[src/verilog/hts_consts.svh]
`ifndef HTS_CONSTS_SVH
`define HTS_CONSTS_SVH

// ********************************************************
// register byte addresses on the control port
// ********************************************************
`define HTS_RX_CTRL_ADDR   8'hb8
`define HTS_RX_SUPP_ADDR   8'hb9
`define HTS_TX_CTRL_ADDR   8'hba
`define HTS_TX_SUPP_ADDR   8'hbb

// ********************************************************
// register file layout and reset values
// ********************************************************
`define HTS_NUM_REGS       4
`define HTS_IDX_RX_CTRL    0
`define HTS_IDX_RX_SUPP    1
`define HTS_IDX_TX_CTRL    2
`define HTS_IDX_TX_SUPP    3
`define HTS_REG_RESET      8'h00
`define HTS_UNMAPPED_READ  8'h00

// ********************************************************
// frame geometry
// ********************************************************
`define HTS_SA_SLOT        5'h00
`define HTS_SA_FIRST_POS   3'h3
`define HTS_BIT_TOP        3'h7

`endif

[src/verilog/hts_pkg.sv]
`default_nettype none

package hts_pkg;

    // control byte over suppress byte; top bit is source (rx) or enable (tx)
    typedef struct packed {
        logic       top;
        logic       sa_or_slot;
        logic       slot_mode;
        logic [4:0] chan;
        logic [7:0] suppress;
    } hts_path_s;

    typedef logic [3:0][7:0] hts_regs_t;

endpackage : hts_pkg

`default_nettype wire

[src/verilog/hts_ctrl_regs.sv]
`include "hts_consts.svh"
`default_nettype none

module hts_ctrl_regs (
    input  wire logic             clock,
    input  wire logic             reset,
    input  wire logic [7:0]       bus_addr,
    input  wire logic             bus_wr,
    input  wire logic             bus_rd,
    input  wire logic [7:0]       bus_wdata,
    output logic      [7:0]       bus_rdata,
    output hts_pkg::hts_regs_t    regs
);

    localparam hts_pkg::hts_regs_t ADDRS = {`HTS_TX_SUPP_ADDR, `HTS_TX_CTRL_ADDR,
                                            `HTS_RX_SUPP_ADDR, `HTS_RX_CTRL_ADDR};

    hts_pkg::hts_regs_t regs_q;
    hts_pkg::hts_regs_t regs_d;
    logic [7:0]         rdata_q;
    logic [7:0]         rdata_d;

    // ********************************************************
    // storage, one byte per register
    // ********************************************************
    for (genvar i = 0; i < `HTS_NUM_REGS; i++) begin : g_reg
        always_comb begin
            regs_d[i] = regs_q[i];
            if (bus_wr && bus_addr == ADDRS[i]) begin
                regs_d[i] = bus_wdata;
            end
        end

        always_ff @(posedge clock) begin
            if (reset) begin
                regs_q[i] <= `HTS_REG_RESET;
            end else begin
                regs_q[i] <= regs_d[i];
            end
        end
    end

    // ********************************************************
    // read port, data held until the next read
    // ********************************************************
    always_comb begin
        rdata_d = rdata_q;
        if (bus_rd) begin
            if (bus_addr == `HTS_RX_CTRL_ADDR) begin
                rdata_d = regs_q[`HTS_IDX_RX_CTRL];
            end else if (bus_addr == `HTS_RX_SUPP_ADDR) begin
                rdata_d = regs_q[`HTS_IDX_RX_SUPP];
            end else if (bus_addr == `HTS_TX_CTRL_ADDR) begin
                rdata_d = regs_q[`HTS_IDX_TX_CTRL];
            end else if (bus_addr == `HTS_TX_SUPP_ADDR) begin
                rdata_d = regs_q[`HTS_IDX_TX_SUPP];
            end else begin
                rdata_d = `HTS_UNMAPPED_READ;
            end
        end
    end

    always_ff @(posedge clock) begin
        if (reset) begin
            rdata_q <= `HTS_UNMAPPED_READ;
        end else begin
            rdata_q <= rdata_d;
        end
    end

    assign bus_rdata = rdata_q;
    assign regs      = regs_q;

endmodule : hts_ctrl_regs

`default_nettype wire

[src/verilog/hts_timeslot_select.sv]
// Overview of operation
// - tx single mode uses channel from select bits
// - tx block mode uses per-channel block map
// - tx channel number is five-bit binary
// - rx suppress bit set drops that position
// - tx suppress bit set blocks that position
// - rx source picks control-two Sa or register
// - rx Sa select bits map Sa4..Sa8
// - rx single channel or per-channel block map
// - rx channel number is five-bit binary
`include "hts_consts.svh"
`default_nettype none

module hts_timeslot_select (
    input  wire logic        clock,
    input  wire logic        reset,
    // control port
    input  wire logic [7:0]  bus_addr,
    input  wire logic        bus_wr,
    input  wire logic        bus_rd,
    input  wire logic [7:0]  bus_wdata,
    output logic      [7:0]  bus_rdata,
    // outside selections
    input  wire logic [4:0]  rx_control_two_sa,
    input  wire logic [31:0] rx_per_channel_block,
    input  wire logic [31:0] tx_per_channel_block,
    // receive stream
    input  wire logic        rx_bit_strobe,
    input  wire logic [4:0]  rx_slot,
    input  wire logic [2:0]  rx_bitpos,
    input  wire logic        rx_nfas,
    input  wire logic        rx_line_bit,
    output logic             rx_hdlc_valid,
    output logic             rx_hdlc_bit,
    // transmit stream
    input  wire logic        tx_bit_strobe,
    input  wire logic [4:0]  tx_slot,
    input  wire logic [2:0]  tx_bitpos,
    input  wire logic        tx_nfas,
    input  wire logic        tx_line_in,
    input  wire logic        tx_hdlc_data,
    output logic             tx_hdlc_req,
    output logic             tx_line_valid,
    output logic             tx_line_out
);

    hts_pkg::hts_regs_t regs;
    hts_pkg::hts_path_s rx_cfg;
    hts_pkg::hts_path_s tx_cfg;
    logic [2:0]         rx_idx;
    logic [2:0]         tx_idx;
    logic               rx_sa_pos;
    logic               tx_sa_pos;
    logic [4:0]         rx_sa_sel;
    logic               rx_slot_hit;
    logic               tx_slot_hit;
    logic               rx_take;
    logic               tx_take;
    logic               rx_valid_q;
    logic               rx_valid_d;
    logic               rx_bit_q;
    logic               rx_bit_d;
    logic               tx_valid_q;
    logic               tx_valid_d;
    logic               tx_line_q;
    logic               tx_line_d;

    hts_ctrl_regs u_regs (
        .clock     (clock),
        .reset     (reset),
        .bus_addr  (bus_addr),
        .bus_wr    (bus_wr),
        .bus_rd    (bus_rd),
        .bus_wdata (bus_wdata),
        .bus_rdata (bus_rdata),
        .regs      (regs)
    );

    assign rx_cfg = hts_pkg::hts_path_s'({regs[`HTS_IDX_RX_CTRL], regs[`HTS_IDX_RX_SUPP]});
    assign tx_cfg = hts_pkg::hts_path_s'({regs[`HTS_IDX_TX_CTRL], regs[`HTS_IDX_TX_SUPP]});

    // ********************************************************
    // bit selection
    // ********************************************************
    // bitpos 0 is the first bit on the line, the byte msb
    assign rx_idx = `HTS_BIT_TOP - rx_bitpos;
    assign tx_idx = `HTS_BIT_TOP - tx_bitpos;

    // sa bits live in positions 4..8 of slot zero in non-fas frames
    assign rx_sa_pos = rx_slot == `HTS_SA_SLOT && rx_nfas && rx_bitpos >= `HTS_SA_FIRST_POS;
    assign tx_sa_pos = tx_slot == `HTS_SA_SLOT && tx_nfas && tx_bitpos >= `HTS_SA_FIRST_POS;

    // source clear defers the sa choice to the receive control two bits
    assign rx_sa_sel = rx_cfg.top ? rx_cfg.chan : rx_control_two_sa;

    // single channel compares the full five-bit number; block mode indexes the map
    assign rx_slot_hit = rx_cfg.slot_mode ? rx_per_channel_block[rx_slot]
                                          : rx_slot == rx_cfg.chan;
    assign tx_slot_hit = tx_cfg.slot_mode ? tx_per_channel_block[tx_slot]
                                          : tx_slot == tx_cfg.chan;

    always_comb begin
        rx_take = 1'b0;
        if (!rx_cfg.top || !rx_cfg.sa_or_slot) begin
            rx_take = rx_sa_pos && rx_sa_sel[rx_idx];
        end else begin
            rx_take = rx_slot_hit && !rx_cfg.suppress[rx_idx];
        end
    end

    always_comb begin
        tx_take = 1'b0;
        // with the enable clear the sa/ds0 choice has no effect at all
        if (tx_cfg.top) begin
            if (!tx_cfg.sa_or_slot) begin
                tx_take = tx_sa_pos && tx_cfg.chan[tx_idx];
            end else begin
                tx_take = tx_slot_hit && !tx_cfg.suppress[tx_idx];
            end
        end
    end

    // ********************************************************
    // output stage
    // ********************************************************
    // request is combinational so the hdlc side can answer in the same cycle
    assign tx_hdlc_req = tx_bit_strobe && tx_take;

    always_comb begin
        rx_valid_d = rx_bit_strobe && rx_take;
        rx_bit_d   = rx_bit_q;
        tx_valid_d = tx_bit_strobe;
        tx_line_d  = tx_line_q;
        if (rx_bit_strobe && rx_take) begin
            rx_bit_d = rx_line_bit;
        end
        if (tx_bit_strobe) begin
            tx_line_d = tx_hdlc_req ? tx_hdlc_data : tx_line_in;
        end
    end

    always_ff @(posedge clock) begin
        if (reset) begin
            rx_valid_q <= 1'b0;
            rx_bit_q   <= 1'b0;
            tx_valid_q <= 1'b0;
            tx_line_q  <= 1'b0;
        end else begin
            rx_valid_q <= rx_valid_d;
            rx_bit_q   <= rx_bit_d;
            tx_valid_q <= tx_valid_d;
            tx_line_q  <= tx_line_d;
        end
    end

    assign rx_hdlc_valid = rx_valid_q;
    assign rx_hdlc_bit   = rx_bit_q;
    assign tx_line_valid = tx_valid_q;
    assign tx_line_out   = tx_line_q;
endmodule : hts_timeslot_select

`default_nettype wire

[config.mk]
export PLATFORM = sky130hd
export DESIGN_NAME = hts_timeslot_select
export DESIGN_NICKNAME = d
export VERILOG_FILES = /design/src/verilog/hts_pkg.sv /design/src/verilog/hts_ctrl_regs.sv /design/src/verilog/hts_timeslot_select.sv
export VERILOG_INCLUDE_DIRS = /design/src /design/src/verilog
export SDC_FILE = /design/constraint.sdc
export NUM_CORES = 1
export LEC_CHECK = 0
export BUFFER_PORTS_ARGS = -buffer_cell sky130_fd_sc_hd__buf_2
export CAP_MARGIN = 5
export CORE_MARGIN = 2
export CORE_UTILIZATION = 53
export DETAILED_ROUTE_END_ITERATION = 8
export PLACE_DENSITY = 0.87
export REMOVE_ABC_BUFFERS = 1
export SKIP_LAST_GASP = 1
export SYNTH_ARGS = -nofsm -noshare
export SYNTH_HDL_FRONTEND = slang
export SYNTH_HIERARCHICAL = 1
export SYNTH_SLANG_ARGS = --single-unit
[constraint.sdc]
create_clock -name clock -period 4.3 [get_ports clock]
set_input_delay 0.215 -clock clock [delete_from_list [all_inputs] [get_ports clock]]
set_output_delay 0.215 -clock clock [all_outputs]
set_load 0.1 [all_outputs]
=== Word level (Yosys, flattened, before mapping) ===
Index checks and enable logic that the tools add are counted.

* Output and inout bits: 13
* Register bits: 44
* Input port bits: 112

* Eq/ne operators: 6
* Reduce and logical (&&, ||, !) cells: 21
* $lt $le $gt $ge: 6
* $add $sub $neg: 2
* Mux-type cells: 23

{| class="wikitable"
|+ Operator list
! operator !! number
|-
| $eq A8 B8 Y1 const B || 4
|-
| $mux W8 || 4
|-
| $logic_and A1 B1 Y1 || 14
|-
| $bmux W1 S3 || 4
|-
| $lt A5 B6 Y1 const B || 2
|-
| $mux W1 || 12
|-
| $bmux W1 S5 || 2
|-
| $eq A5 B5 Y1 || 2
|-
| $logic_not A5 Y1 || 2
|-
| $lt A3 B4 Y1 const B || 2
|-
| $ge A3 B2 Y1 const B || 2
|-
| $sub A3 B3 Y3 const A || 2
|-
| $mux W5 || 1
|-
| $logic_not A1 Y1 || 4
|-
| $logic_or A1 B1 Y1 || 1
|}

=== Depth between registers and ports, before layout ===
Gate-level depths: netlist of run 1.

* Word-level depth: 9
* Mapped depth: 7
* Gate-level depth less buffers: 6

=== Cells and area by module ===
Netlist of run 1, hierarchy kept.

{| class="wikitable"
|+ By module, submodules not included
! module !! times used !! area each (µm²) !! cells an instance
|-
| hts_ctrl_regs || 1 || 1878.1 || 162
|-
| hts_timeslot_select || 1 || 1203.7 || 111
|}

=== Least setup slack after synthesis of run 1 ===
Ideal clock, no wire load.

* Kind: input -> output
* From: in tx_slot[0]
* To: out tx_hdlc_req
* Arrival: 3.421 ns
* Buffers on the path: 1
* Stages on the path: 7
* Data required time: 4.085 ns
* Setup slack: 0.664 ns
* Cell sequence: buf_4 mux2_2 a22oi_1 a311o_1 a21boi_0 nor2_1 nor3_1

* Word-level cells in the longest chain between the ends: 7

{| class="wikitable"
|+ Ends and longest elaborated chain
! item !! line !! source
|-
| start, declared || hts_timeslot_select.sv:37 || <nowiki>input wire logic [4:0] tx_slot,</nowiki>
|-
| $bmux W1 S5 / $logic_not A5 Y1 (equally long branches) || n/a ||
|-
| $mux W1 (not written as such) / $logic_and A1 B1 Y1 (equally long branches) || hts_timeslot_select.sv:99, hts_timeslot_select.sv:91 ||
|-
| $mux W1 / $logic_and A1 B1 Y1 (equally long branches) || n/a ||
|-
| $logic_and A1 B1 Y1 (on tied branches) || hts_timeslot_select.sv:118, hts_timeslot_select.sv:116 ||
|-
| $mux W1 * || hts_timeslot_select.sv:115 || <nowiki>if (!tx_cfg.sa_or_slot) begin</nowiki>
|-
| $mux W1 * || hts_timeslot_select.sv:114 || <nowiki>if (tx_cfg.top) begin</nowiki>
|-
| $logic_and A1 B1 Y1 * || hts_timeslot_select.sv:127 || <nowiki>assign tx_hdlc_req = tx_bit_strobe && tx_take;</nowiki>
|-
| end, declared || hts_timeslot_select.sv:42 || <nowiki>output logic tx_hdlc_req,</nowiki>
|}

Mark *: on every way between the ends. The rest lies on a longest branch, timed or not. The select of a mux whose other input is x is not followed.

=== Worst setup path in the final report of run 1 ===
* From: reg u_regs.regs_q (netlist bit u_regs/regs[19])
* To: out tx_hdlc_req

* Word-level cells in the longest chain between the ends: 6

{| class="wikitable"
|+ Ends and longest elaborated chain
! item !! line !! source
|-
| start, declared || hts_ctrl_regs.sv:18 || <nowiki>hts_pkg::hts_regs_t regs_q;</nowiki>
|-
| start signal, assigned by index || hts_ctrl_regs.sv:36 || <nowiki>regs_q[i] <= `HTS_REG_RESET;</nowiki>
|-
| start signal, assigned by index || hts_ctrl_regs.sv:38 || <nowiki>regs_q[i] <= regs_d[i];</nowiki>
|-
| $bmux W1 S3 / $eq A5 B5 Y1 (equally long branches) || hts_timeslot_select.sv:116, hts_timeslot_select.sv:100 ||
|-
| $mux W1 (on tied branches) || hts_timeslot_select.sv:116, hts_timeslot_select.sv:99 ||
|-
| $logic_and A1 B1 Y1 (on tied branches) || hts_timeslot_select.sv:116, hts_timeslot_select.sv:118 ||
|-
| $mux W1 * || hts_timeslot_select.sv:115 ||
|-
| $mux W1 * || hts_timeslot_select.sv:114 ||
|-
| $logic_and A1 B1 Y1 * || hts_timeslot_select.sv:127 ||
|}

Marks and branches as above.

==> results of run 1 <==
-- cell usage in the layout, fill, tap and decap left out, types with 2 or more instances in the layout --
master,synthesis,layout
sky130_fd_sc_hd__xor2_1,2,2
sky130_fd_sc_hd__dfxtp_1,44,44
sky130_fd_sc_hd__a22oi_1,2,2
sky130_fd_sc_hd__clkbuf_8,0,5
sky130_fd_sc_hd__nor3b_1,8,8
sky130_fd_sc_hd__buf_2,3,124
sky130_fd_sc_hd__mux4_1,7,7
sky130_fd_sc_hd__nor2_1,8,8
sky130_fd_sc_hd__nor3_1,3,3
sky130_fd_sc_hd__o2111ai_1,2,2
sky130_fd_sc_hd__inv_1,5,5
sky130_fd_sc_hd__a21o_1,8,8
sky130_fd_sc_hd__nand3_1,2,2
sky130_fd_sc_hd__or3_1,2,2
sky130_fd_sc_hd__nor2b_1,2,2
sky130_fd_sc_hd__mux4_2,22,22
sky130_fd_sc_hd__o21ai_0,2,2
sky130_fd_sc_hd__nand4_1,4,4
sky130_fd_sc_hd__nand2_1,8,8
sky130_fd_sc_hd__nand2b_1,42,42
sky130_fd_sc_hd__a21oi_1,3,3
sky130_fd_sc_hd__a311o_1,2,2
sky130_fd_sc_hd__mux2_2,5,5
sky130_fd_sc_hd__or2b_2,2,2
sky130_fd_sc_hd__mux2i_1,39,39
sky130_fd_sc_hd__xnor2_1,8,8
-- worst min-delay path by stage --
stage	cells past startpoint	slack, ns	endpoint	startpoint
floorplan	1	0.28	tx_line_valid$_SDFF_PP0_	reset
finish	3	0.21	tx_line_valid$_SDFF_PP0_	tx_bit_strobe
global placement	2	0.47	u_regs/regs[30]$_SDFFE_PP0P_	u_regs/regs[30]$_SDFFE_PP0P_
detailed placement	2	0.49	u_regs/regs[10]$_SDFFE_PP0P_	u_regs/regs[10]$_SDFFE_PP0P_
global route	3	0.21	tx_line_valid$_SDFF_PP0_	tx_bit_strobe
CTS	3	0.21	tx_line_valid$_SDFF_PP0_	tx_bit_strobe
-- power by group through the flow --
stage | combinational [mW] | clock [mW] | sequential, mW
floorplan | 0.0683 | 0 | 0.427
global placement | 0.157 | 0 | 0.419
detailed placement | 0.163 | 0 | 0.419
CTS | 0.165 | 0.317 | 0.409
global route | 0.177 | 0.339 | 0.410
finish | 0.165 | 0.314 | 0.409
-- state kept, by name, indices dropped and copies added, names as in the netlist --
register,count
u_regs/regs,32
rx_hdlc_bit,1
rx_hdlc_valid,1
tx_line_out,1
tx_line_valid,1
u_regs/bus_rdata,8
-- layer usage --
layer / track usage (%) / vias to the layer above / share of wire, %
met2: 48.3 / 110 / 54
met4: 9.32 / 0 / 2.4
met3: 4.94 / 26 / 5.8
li1: - / 1262 / -
met1: 30.3 / 1355 / 38
met5: 0 / - / 0
-- through the flow --
step	hold slack (ns)	utilization, %
after floorplan	0.282	-
after global placement	0.475	65.9
after global routing	0.215	67.9
after detailed placement	0.486	65.9
final	0.210	67.9
after CTS	0.207	67.9
-- layout make-up --
type / instances / area (sq um) / share of cell area (%)
clock inverters: 2 / 35.0 / 0.926
clock buffers: 6 / 72.6 / 1.92
repair buffers: 124 / 621 / 16.4
inverters: 5 / 18.8 / 0.496
well taps: 72 / 90.1 / 2.38
multi-input cells: 205 / 2060 / 54.6
flip-flops and latches: 44 / 881 / 23.3
-- worst register-to-register path: cells and delay by family, from the launching register on --
kind             cells  cell delay [ns]
AO/OA/AOI/OAI        4             1.14
flip-flops           1             0.41
AND/OR/NAND/NOR      2             0.29
-- cells by family (layout without fill, tap and decap cells) --
group | Yosys count | after routing | share of synthesized area [%]
muxes | 73 | 73 | 36.5
DFF | 44 | 44 | 28.6
xor gates and xnor gates | 10 | 10 | 2.84
and+or+nand+nor | 92 | 92 | 19.6
AOI/OAI and AO/OA | 30 | 30 | 8.04
buffers and inverters | 24 | 137 | 4.43
==> results.md, run 1 <==
- The number of standard cells in the layout, taps in and fillers out is 458.
- At the end of routability-driven placement, the weighted congestion stood at 0.852.
- The commonest cells after synthesis are sky130_fd_sc_hd__dfxtp_1 (44), sky130_fd_sc_hd__nand2b_1 (42), sky130_fd_sc_hd__mux2i_1 (39), sky130_fd_sc_hd__mux4_2 (22).
- Subtracting the final worst setup slack from the clock period gives 2.46 ns.
- Setup repair after global routing left no endpoint under its margin.
- The post-layout total power is 0.889 mW.
- The worst endpoint data arrival time is 2.24 ns.
- The final setup violation count is 0.
- Measured in cells, the most critical reg-to-reg path has a length of 6.
- The repair_antennas step left the layout with diodes totalling 0.
- Max-cap violations in this run came to 0.
- Together, buffers and inverters on the worst path number 1.
- At the pin with the least slew margin, the transition time is 0.733 ns.
- The final routed DRC violation total is 0.
- The netlist uses 51 different library cells.
- In this run the vertical extent of the chip is 80.3 microns.
- The run finished with clean final reports.
- Of all nets on the critical path, the largest fanout is 4.
- The final layout contains routed wiring with a total length of 8390 microns.
- The most numerous cell type found on the critical path is sky130_fd_sc_hd__o21ai_0.
- For this design the ratio of total power to cell area is 235 nW/um^2.
- The routed layout has 2753 vias.
- The setup skew after layout is 0.00190 ns.
- The via count of the first global-routing pass is 2760.
- sky130_fd_sc_hd__dfxtp_1 takes more of the synthesized area than any other cell.
- The proportion of layout cells with a drive suffix above 1 is 44.0%.
- After layout, the worst path uses 57.2% of the clock period.
- The total negative slack is 0 ns.
- The launch point of the worst path is u_regs/regs[19]$_SDFFE_PP0P_.
- The floorplan step defined a die boundary enclosing 6440 sq um.
- The quantity of gates resized following cts is 0.
- The share of power burned in the clock network is 35.3%.
- The startpoint of the lowest-slack register-to-register path is u_regs/regs[19]$_SDFFE_PP0P_.
- Sorting the synthesized cells by area gives the leading types as sky130_fd_sc_hd__dfxtp_1 (29%), sky130_fd_sc_hd__mux4_2 (16%), sky130_fd_sc_hd__mux2i_1 (13%), sky130_fd_sc_hd__nand2b_1 (8.5%), sky130_fd_sc_hd__mux4_1 (6.0%).
- The global router's overall resource usage is 26.3%.
- The initial antenna violation count is 0.
- The buffer levels on the longest clock path is 2.
- The area of the mapped netlist is 3080 sq um.
- After synthesis, the share of flip-flops with an asynchronous set or reset is 0%.
- The number of rows created at floorplan is 27.
- Summing all placed instances gives a cell area of 3670 sq um.
- For the worst setup path, the data required time is 4.09 ns.
- The critical path startpoint category is a register.
- The leakage power is 1.78 nW.
- The synthesized instance count is 273.
- The first global-routing pass estimated 12900 microns of wire.
- From synthesis to final layout, the design area changed by 22.7%.
- The count of buffers added on input and output ports is 124.
- The number of max-slew violations in the final report is 0.
- Measured against its own limit, the worst slew margin works out to 51.1%.
- The remaining number of nets flagged by the antenna check after routing is 0.
- The clock-pin slew of the registers on the worst-case setup and hold paths is 0.08 ns.
- The number of synthesized flops with an enable pin is 0.
- The worst-case vdd ir drop is 0.230 mV.
- The number of hold buffers added after CTS is 0.
- The capturing point of the worst reg2reg path is tx_line_out$_SDFFE_PP0P_.
- The top achievable clock speed is 407 MHz.
- Clock tree synthesis found a total of 44 sinks.
- The critical path is of the register to primary output type.
- The portion of total power attributed to sequential cells is 46.1%.
- The root buffer selected by CTS is sky130_fd_sc_hd__clkbuf_8.
- The most common cell in the synthesized netlist is sky130_fd_sc_hd__dfxtp_1.
- The count of placed standard cells including taps is 450.
- In this run, CTS created clock tree buffers numbering 5.
- Synthesis inferred 44 register bits.
- The post-placement setup slack is 1.91 ns.
- The count of final hold-check violations is 0.
- The total of fill cells in the finished design is 415.
- The signal on the critical path passes through nor2b_1 -> o21ai_0 -> a2111oi_2 -> o21ai_0 -> nor3_1 -> buf_2.
- The average wire per cell in the routed design is 18.3 microns.
- Following the worst setup path forward leads to its endpoint at tx_hdlc_req.
- The classification of the worst-slack hold path is primary input to register.
- The core region is 5570 sq um.
- The endpoint type of the worst setup path is a primary output.
- The aggregate global routing overflow is 0.
- The slack of the worst reg-to-reg path is 2.41 ns.
- Clock latency on the worst-skew pair, taken at its later pin, is 0.30 ns.
- The register area share after synthesis is 28.6%.
- The internal power of the cells totals 0.669 mW.
- Grouping stages by cell kind, the critical path spends the most delay in compound AO/OA/AOI/OAI gates.
- The total I/O pin count is 125.
- In the synthesized netlist the dominant register cell turns out to be sky130_fd_sc_hd__dfxtp_1.
- The total number of cells along the worst setup path is 6.
- The fraction of synthesized cell area taken by the top area cell type is 28.6%.
- TritonCTS built the clock tree.
- The CTS H-tree depth is 2.
- The number of post-CTS setup repair buffers is 0.
- The combinational fraction of design power is 18.6%.
- The switching power of the nets is 0.220 mW.
- The pin count of the biggest net entering global routing is 55.
- The first-pass iteration count of the detailed router is 5.
- The slowest cell on the critical path is sky130_fd_sc_hd__a2111oi_2.
- For this block, the initial DRC count from the detailed router was 168.
- Of the total power, the share spent switching nets is 24.8%.
- Setup slack closes at 1.84 ns.
- Measured along the x axis, the die boundary spans 80.3 microns.
- In the final design database the tool counted 497 nets.
- The cell area after layout is 3780 sq um.
- Summed over all nets, the half-perimeter wirelength after detailed placement is 6500 microns.
- The Yosys step of the flow raised 6 warnings.
- The largest single stage delay on the critical path is 0.46 ns.
- The post-synthesis area per instance is 11.3 sq um.
- The mean number of vias per cell is 6.01.
- The initial utilization of the core area, before any placement, comes to 55.3%.
(Power assumes the default switching activity.)
==> run 2, diff against run 1 <==
--- a/config.mk
+++ b/config.mk
@@ -9,9 +9,9 @@
 export BUFFER_PORTS_ARGS = -buffer_cell sky130_fd_sc_hd__buf_2
 export CAP_MARGIN = 5
 export CORE_MARGIN = 2
-export CORE_UTILIZATION = 53
+export CORE_UTILIZATION = 49
 export DETAILED_ROUTE_END_ITERATION = 8
-export PLACE_DENSITY = 0.87
+export PLACE_DENSITY = 0.81
 export REMOVE_ABC_BUFFERS = 1
 export SKIP_LAST_GASP = 1
 export SYNTH_ARGS = -nofsm -noshare
==> constraint.sdc (replaced) <==
create_clock -name clock -period 2.5 [get_ports clock]
set_input_delay 0.125 -clock clock [delete_from_list [all_inputs] [get_ports clock]]
set_output_delay 0.125 -clock clock [all_outputs]
set_load 0.1 [all_outputs]
==> run 2 against run 1 <==
  * Combinational power rose by 68%
  * Cell area rose by 1.1%
  * Clock skew increased by 0.0049 ns
  * Final cell count increased by 0.44%
  * Setup slack worse by 1.5 ns
  * Sequential cell count stayed put
  * Utilization fell by 4.1 points
  * Register-to-register slack got worse by 1.7 ns
  * Power is 82% higher
  * Sequential power increased by 72%
  * First-iteration DRC count fell by 3.6%
  * Largest power group unchanged
==> results.md, run 2 (synthesized netlist as in run 1, its figures left out) <==
- The run finished with clean final reports.
- The tool flagged a number of max-cap violations equal to 0.
- Adding up every negative setup slack in the final design gives 0 ns.
- The initial antenna violation count came to 0.
- For this design the top-level I/O count stands at 125.
- The quantity of gates resized following cts is 0.
- The mean number of vias per cell is 5.71.
- The remaining number of nets flagged by the antenna check after routing is 0.
- The via count of the first global-routing pass is 2741.
- The endpoint type of the worst setup path is a primary output.
- The CTS tree is yes.
- The required arrival time at the worst endpoint is 2.38 ns.
- In this run the post-CTS setup repair buffer count came out at 0.
- The worst-case vdd ir drop is 0.218 mV.
- After layout, the minimum clock period comes to 2.20 ns.
- Detailed placement ended at an HPWL of 6190 microns.
- Setup repair after global routing left no endpoint under its margin.
- The area enclosed by the die boundary is 6940 sq um.
- Clock tree synthesis found a total of 44 sinks.
- The count of placed standard cells including taps is 453.
- The CTS H-tree depth is 2.
- Dividing total power by cell area gives a power density of 424 nW/um^2.
- Global routing used 23.3% of the available tracks.
- The number of standard cells in the layout, taps in and fillers out is 460.
- For the pin with the worst max-slew slack, the measured transition is 0.751 ns.
- For this run, the top clock speed supported by timing is 456 MHz.
- The wire length of the first global-routing pass is 13200 microns.
- The count of final hold-check violations is 0.
- The clock passes through at most 2 buffers.
- The layout overhead on the synthesized area is 24.0%.
- The startpoint-to-endpoint class of the critical path is register to primary output.
- In this run the worst path has a maximum fanout of 4.
- The tree is rooted in a sky130_fd_sc_hd__clkbuf_8.
- The effective utilization at floorplan is 51.4%.
- The clock insertion delay at the later pin of the skew report is 0.30 ns.
- The worst path uses 87.8% of the clock period.
- The classification of the worst-slack hold path is primary input to register.
- The final layout contains 497 nets.
- The final routed DRC violation total is 0.
- The number of antenna cells inserted is 0.
- For this run the aggregate overflow at the end of global routing stands at 0.
- After clock tree synthesis, the clock-pin slew on the worst setup and hold paths is 0.08 ns.
- At the end of routability-driven placement, the weighted congestion stood at 0.839.
- Of the cells placed in the final design, the portion with a size suffix greater than 1 is 44.2%.
- Data arrives at the worst endpoint at 2.07 ns.
- Summed over all layers, the routed wires come to 7920 microns.
- The number of max-slew violations in the final report came to 0.
- From left edge to right edge, the die measures 83.3 microns.
- STA classifies the critical path startpoint as a register.
- The leading cell type in the layout, fill and taps excluded is sky130_fd_sc_hd__buf_2.
- In this run, the number of DRC markers left after iteration 0 of detailed routing was 162.
- The routed layout has 2627 vias.
- The number of rows created at floorplan is 28.
- The first-pass iteration count of the detailed router is 4.
- The worst slew slack as a fraction of its limit is 50.0%.
- The number of flip-flops under the largest register name is 32.
- The analysis attributes to cell leakage a power of 1.80 nW.
- The number of hold buffers added after CTS is 0.
- In the layout the commonest cells are sky130_fd_sc_hd__buf_2 (123), sky130_fd_sc_hd__dfxtp_1 (44), sky130_fd_sc_hd__nand2b_1 (42), sky130_fd_sc_hd__mux2i_1 (39), sky130_fd_sc_hd__mux4_2 (22).
- Entering global routing, the biggest net connects 55 pins.
- Clock skew on the completed layout was measured at 0.00681 ns.
- The average wire per cell in the routed design is 17.2 microns.
- The number of clock buffers added by TritonCTS is 5.
- From bottom edge to top edge, the die measures 83.3 microns.
- After floorplanning, the core was sized to cover 5990 sq um.
- During placement, the flow inserted port buffers numbering 124.
- Setup violations remaining at the end of the flow were counted as 0.
- Once layout is complete, the utilization of the core stands at 63.8%.
-- run 2: cell types whose count changed in the layout (fill, tap and decap cells not counted), sizes merged --
cell    change
clkbuf      -1
clkinv      -1
bufinv      +1
-- run 2: power breakdown --
group / internal (mW) / total (mW) / switching (mW) / leakage [nW]
clock: 0.393 / 0.637 / 0.244 / 0.0642
sequential: 0.703 / 0.704 / 0.00140 / 0.355
combinational: 0.151 / 0.278 / 0.127 / 1.38
-- run 2: cell type report --
cell class | count | area, sq um
clock inverters | 2 | 60.1
clock buffers | 5 | 68.8
well taps | 75 | 93.8
fillers | 472 | 2170
inverters | 5 | 18.8
repair buffers | 124 | 636
flip-flops and latches | 44 | 881
multi-input cells | 205 | 2060
-- run 2: per-stage QoR --
| stage | hold WS [ns] | total power [mW] | setup slack, ns | area (sq um) |
|---|---|---|---|---|
| detailed placement | 0.432 | 0.999 | 0.367 | 3690 |
| global route | 0.146 | 1.68 | 0.0770 | 3820 |
| finish | 0.127 | 1.62 | 0.305 | 3820 |
| CTS | 0.116 | 1.62 | 0.291 | 3820 |
| floorplan | 0.192 | 0.853 | -0.805 | 2960 |
| global placement | 0.432 | 0.992 | 0.421 | 3690 |
-- run 2: worst max-delay path, stage by stage, from the launching register on --
cell	delay (ns)
sky130_fd_sc_hd__dfxtp_1	0.42
sky130_fd_sc_hd__nor2b_1	0.15
sky130_fd_sc_hd__o21ai_0	0.09
sky130_fd_sc_hd__a2111oi_2	0.39
sky130_fd_sc_hd__o21ai_0	0.18
sky130_fd_sc_hd__nor3_1	0.31
sky130_fd_sc_hd__buf_12	0.22
-- run 2: path summary, 6_finish.rpt --
path	startpoint	to	slack, ns	cells after the start
max	u_regs/regs[19]$_SDFFE_PP0P_	tx_hdlc_req	0.30	6
min	tx_bit_strobe	tx_line_valid$_SDFF_PP0_	0.13	3
max reg2reg	u_regs/regs[19]$_SDFFE_PP0P_	tx_line_out$_SDFFE_PP0P_	0.70	6
min reg2reg	u_regs/regs[29]$_SDFFE_PP0P_	u_regs/regs[29]$_SDFFE_PP0P_	0.50	2
-- run 2: metal layers --
| metal | track usage, % | up-vias | part of all wire (%) |
|---|---|---|---|
| met2 | 41.0 | 92 | 52 |
| met3 | 4.67 | 19 | 5.4 |
| met5 | 0 | - | 0 |
| met1 | 28.5 | 1264 | 41 |
| li1 | - | 1252 | - |
| met4 | 7.75 | 0 | 2.4 |
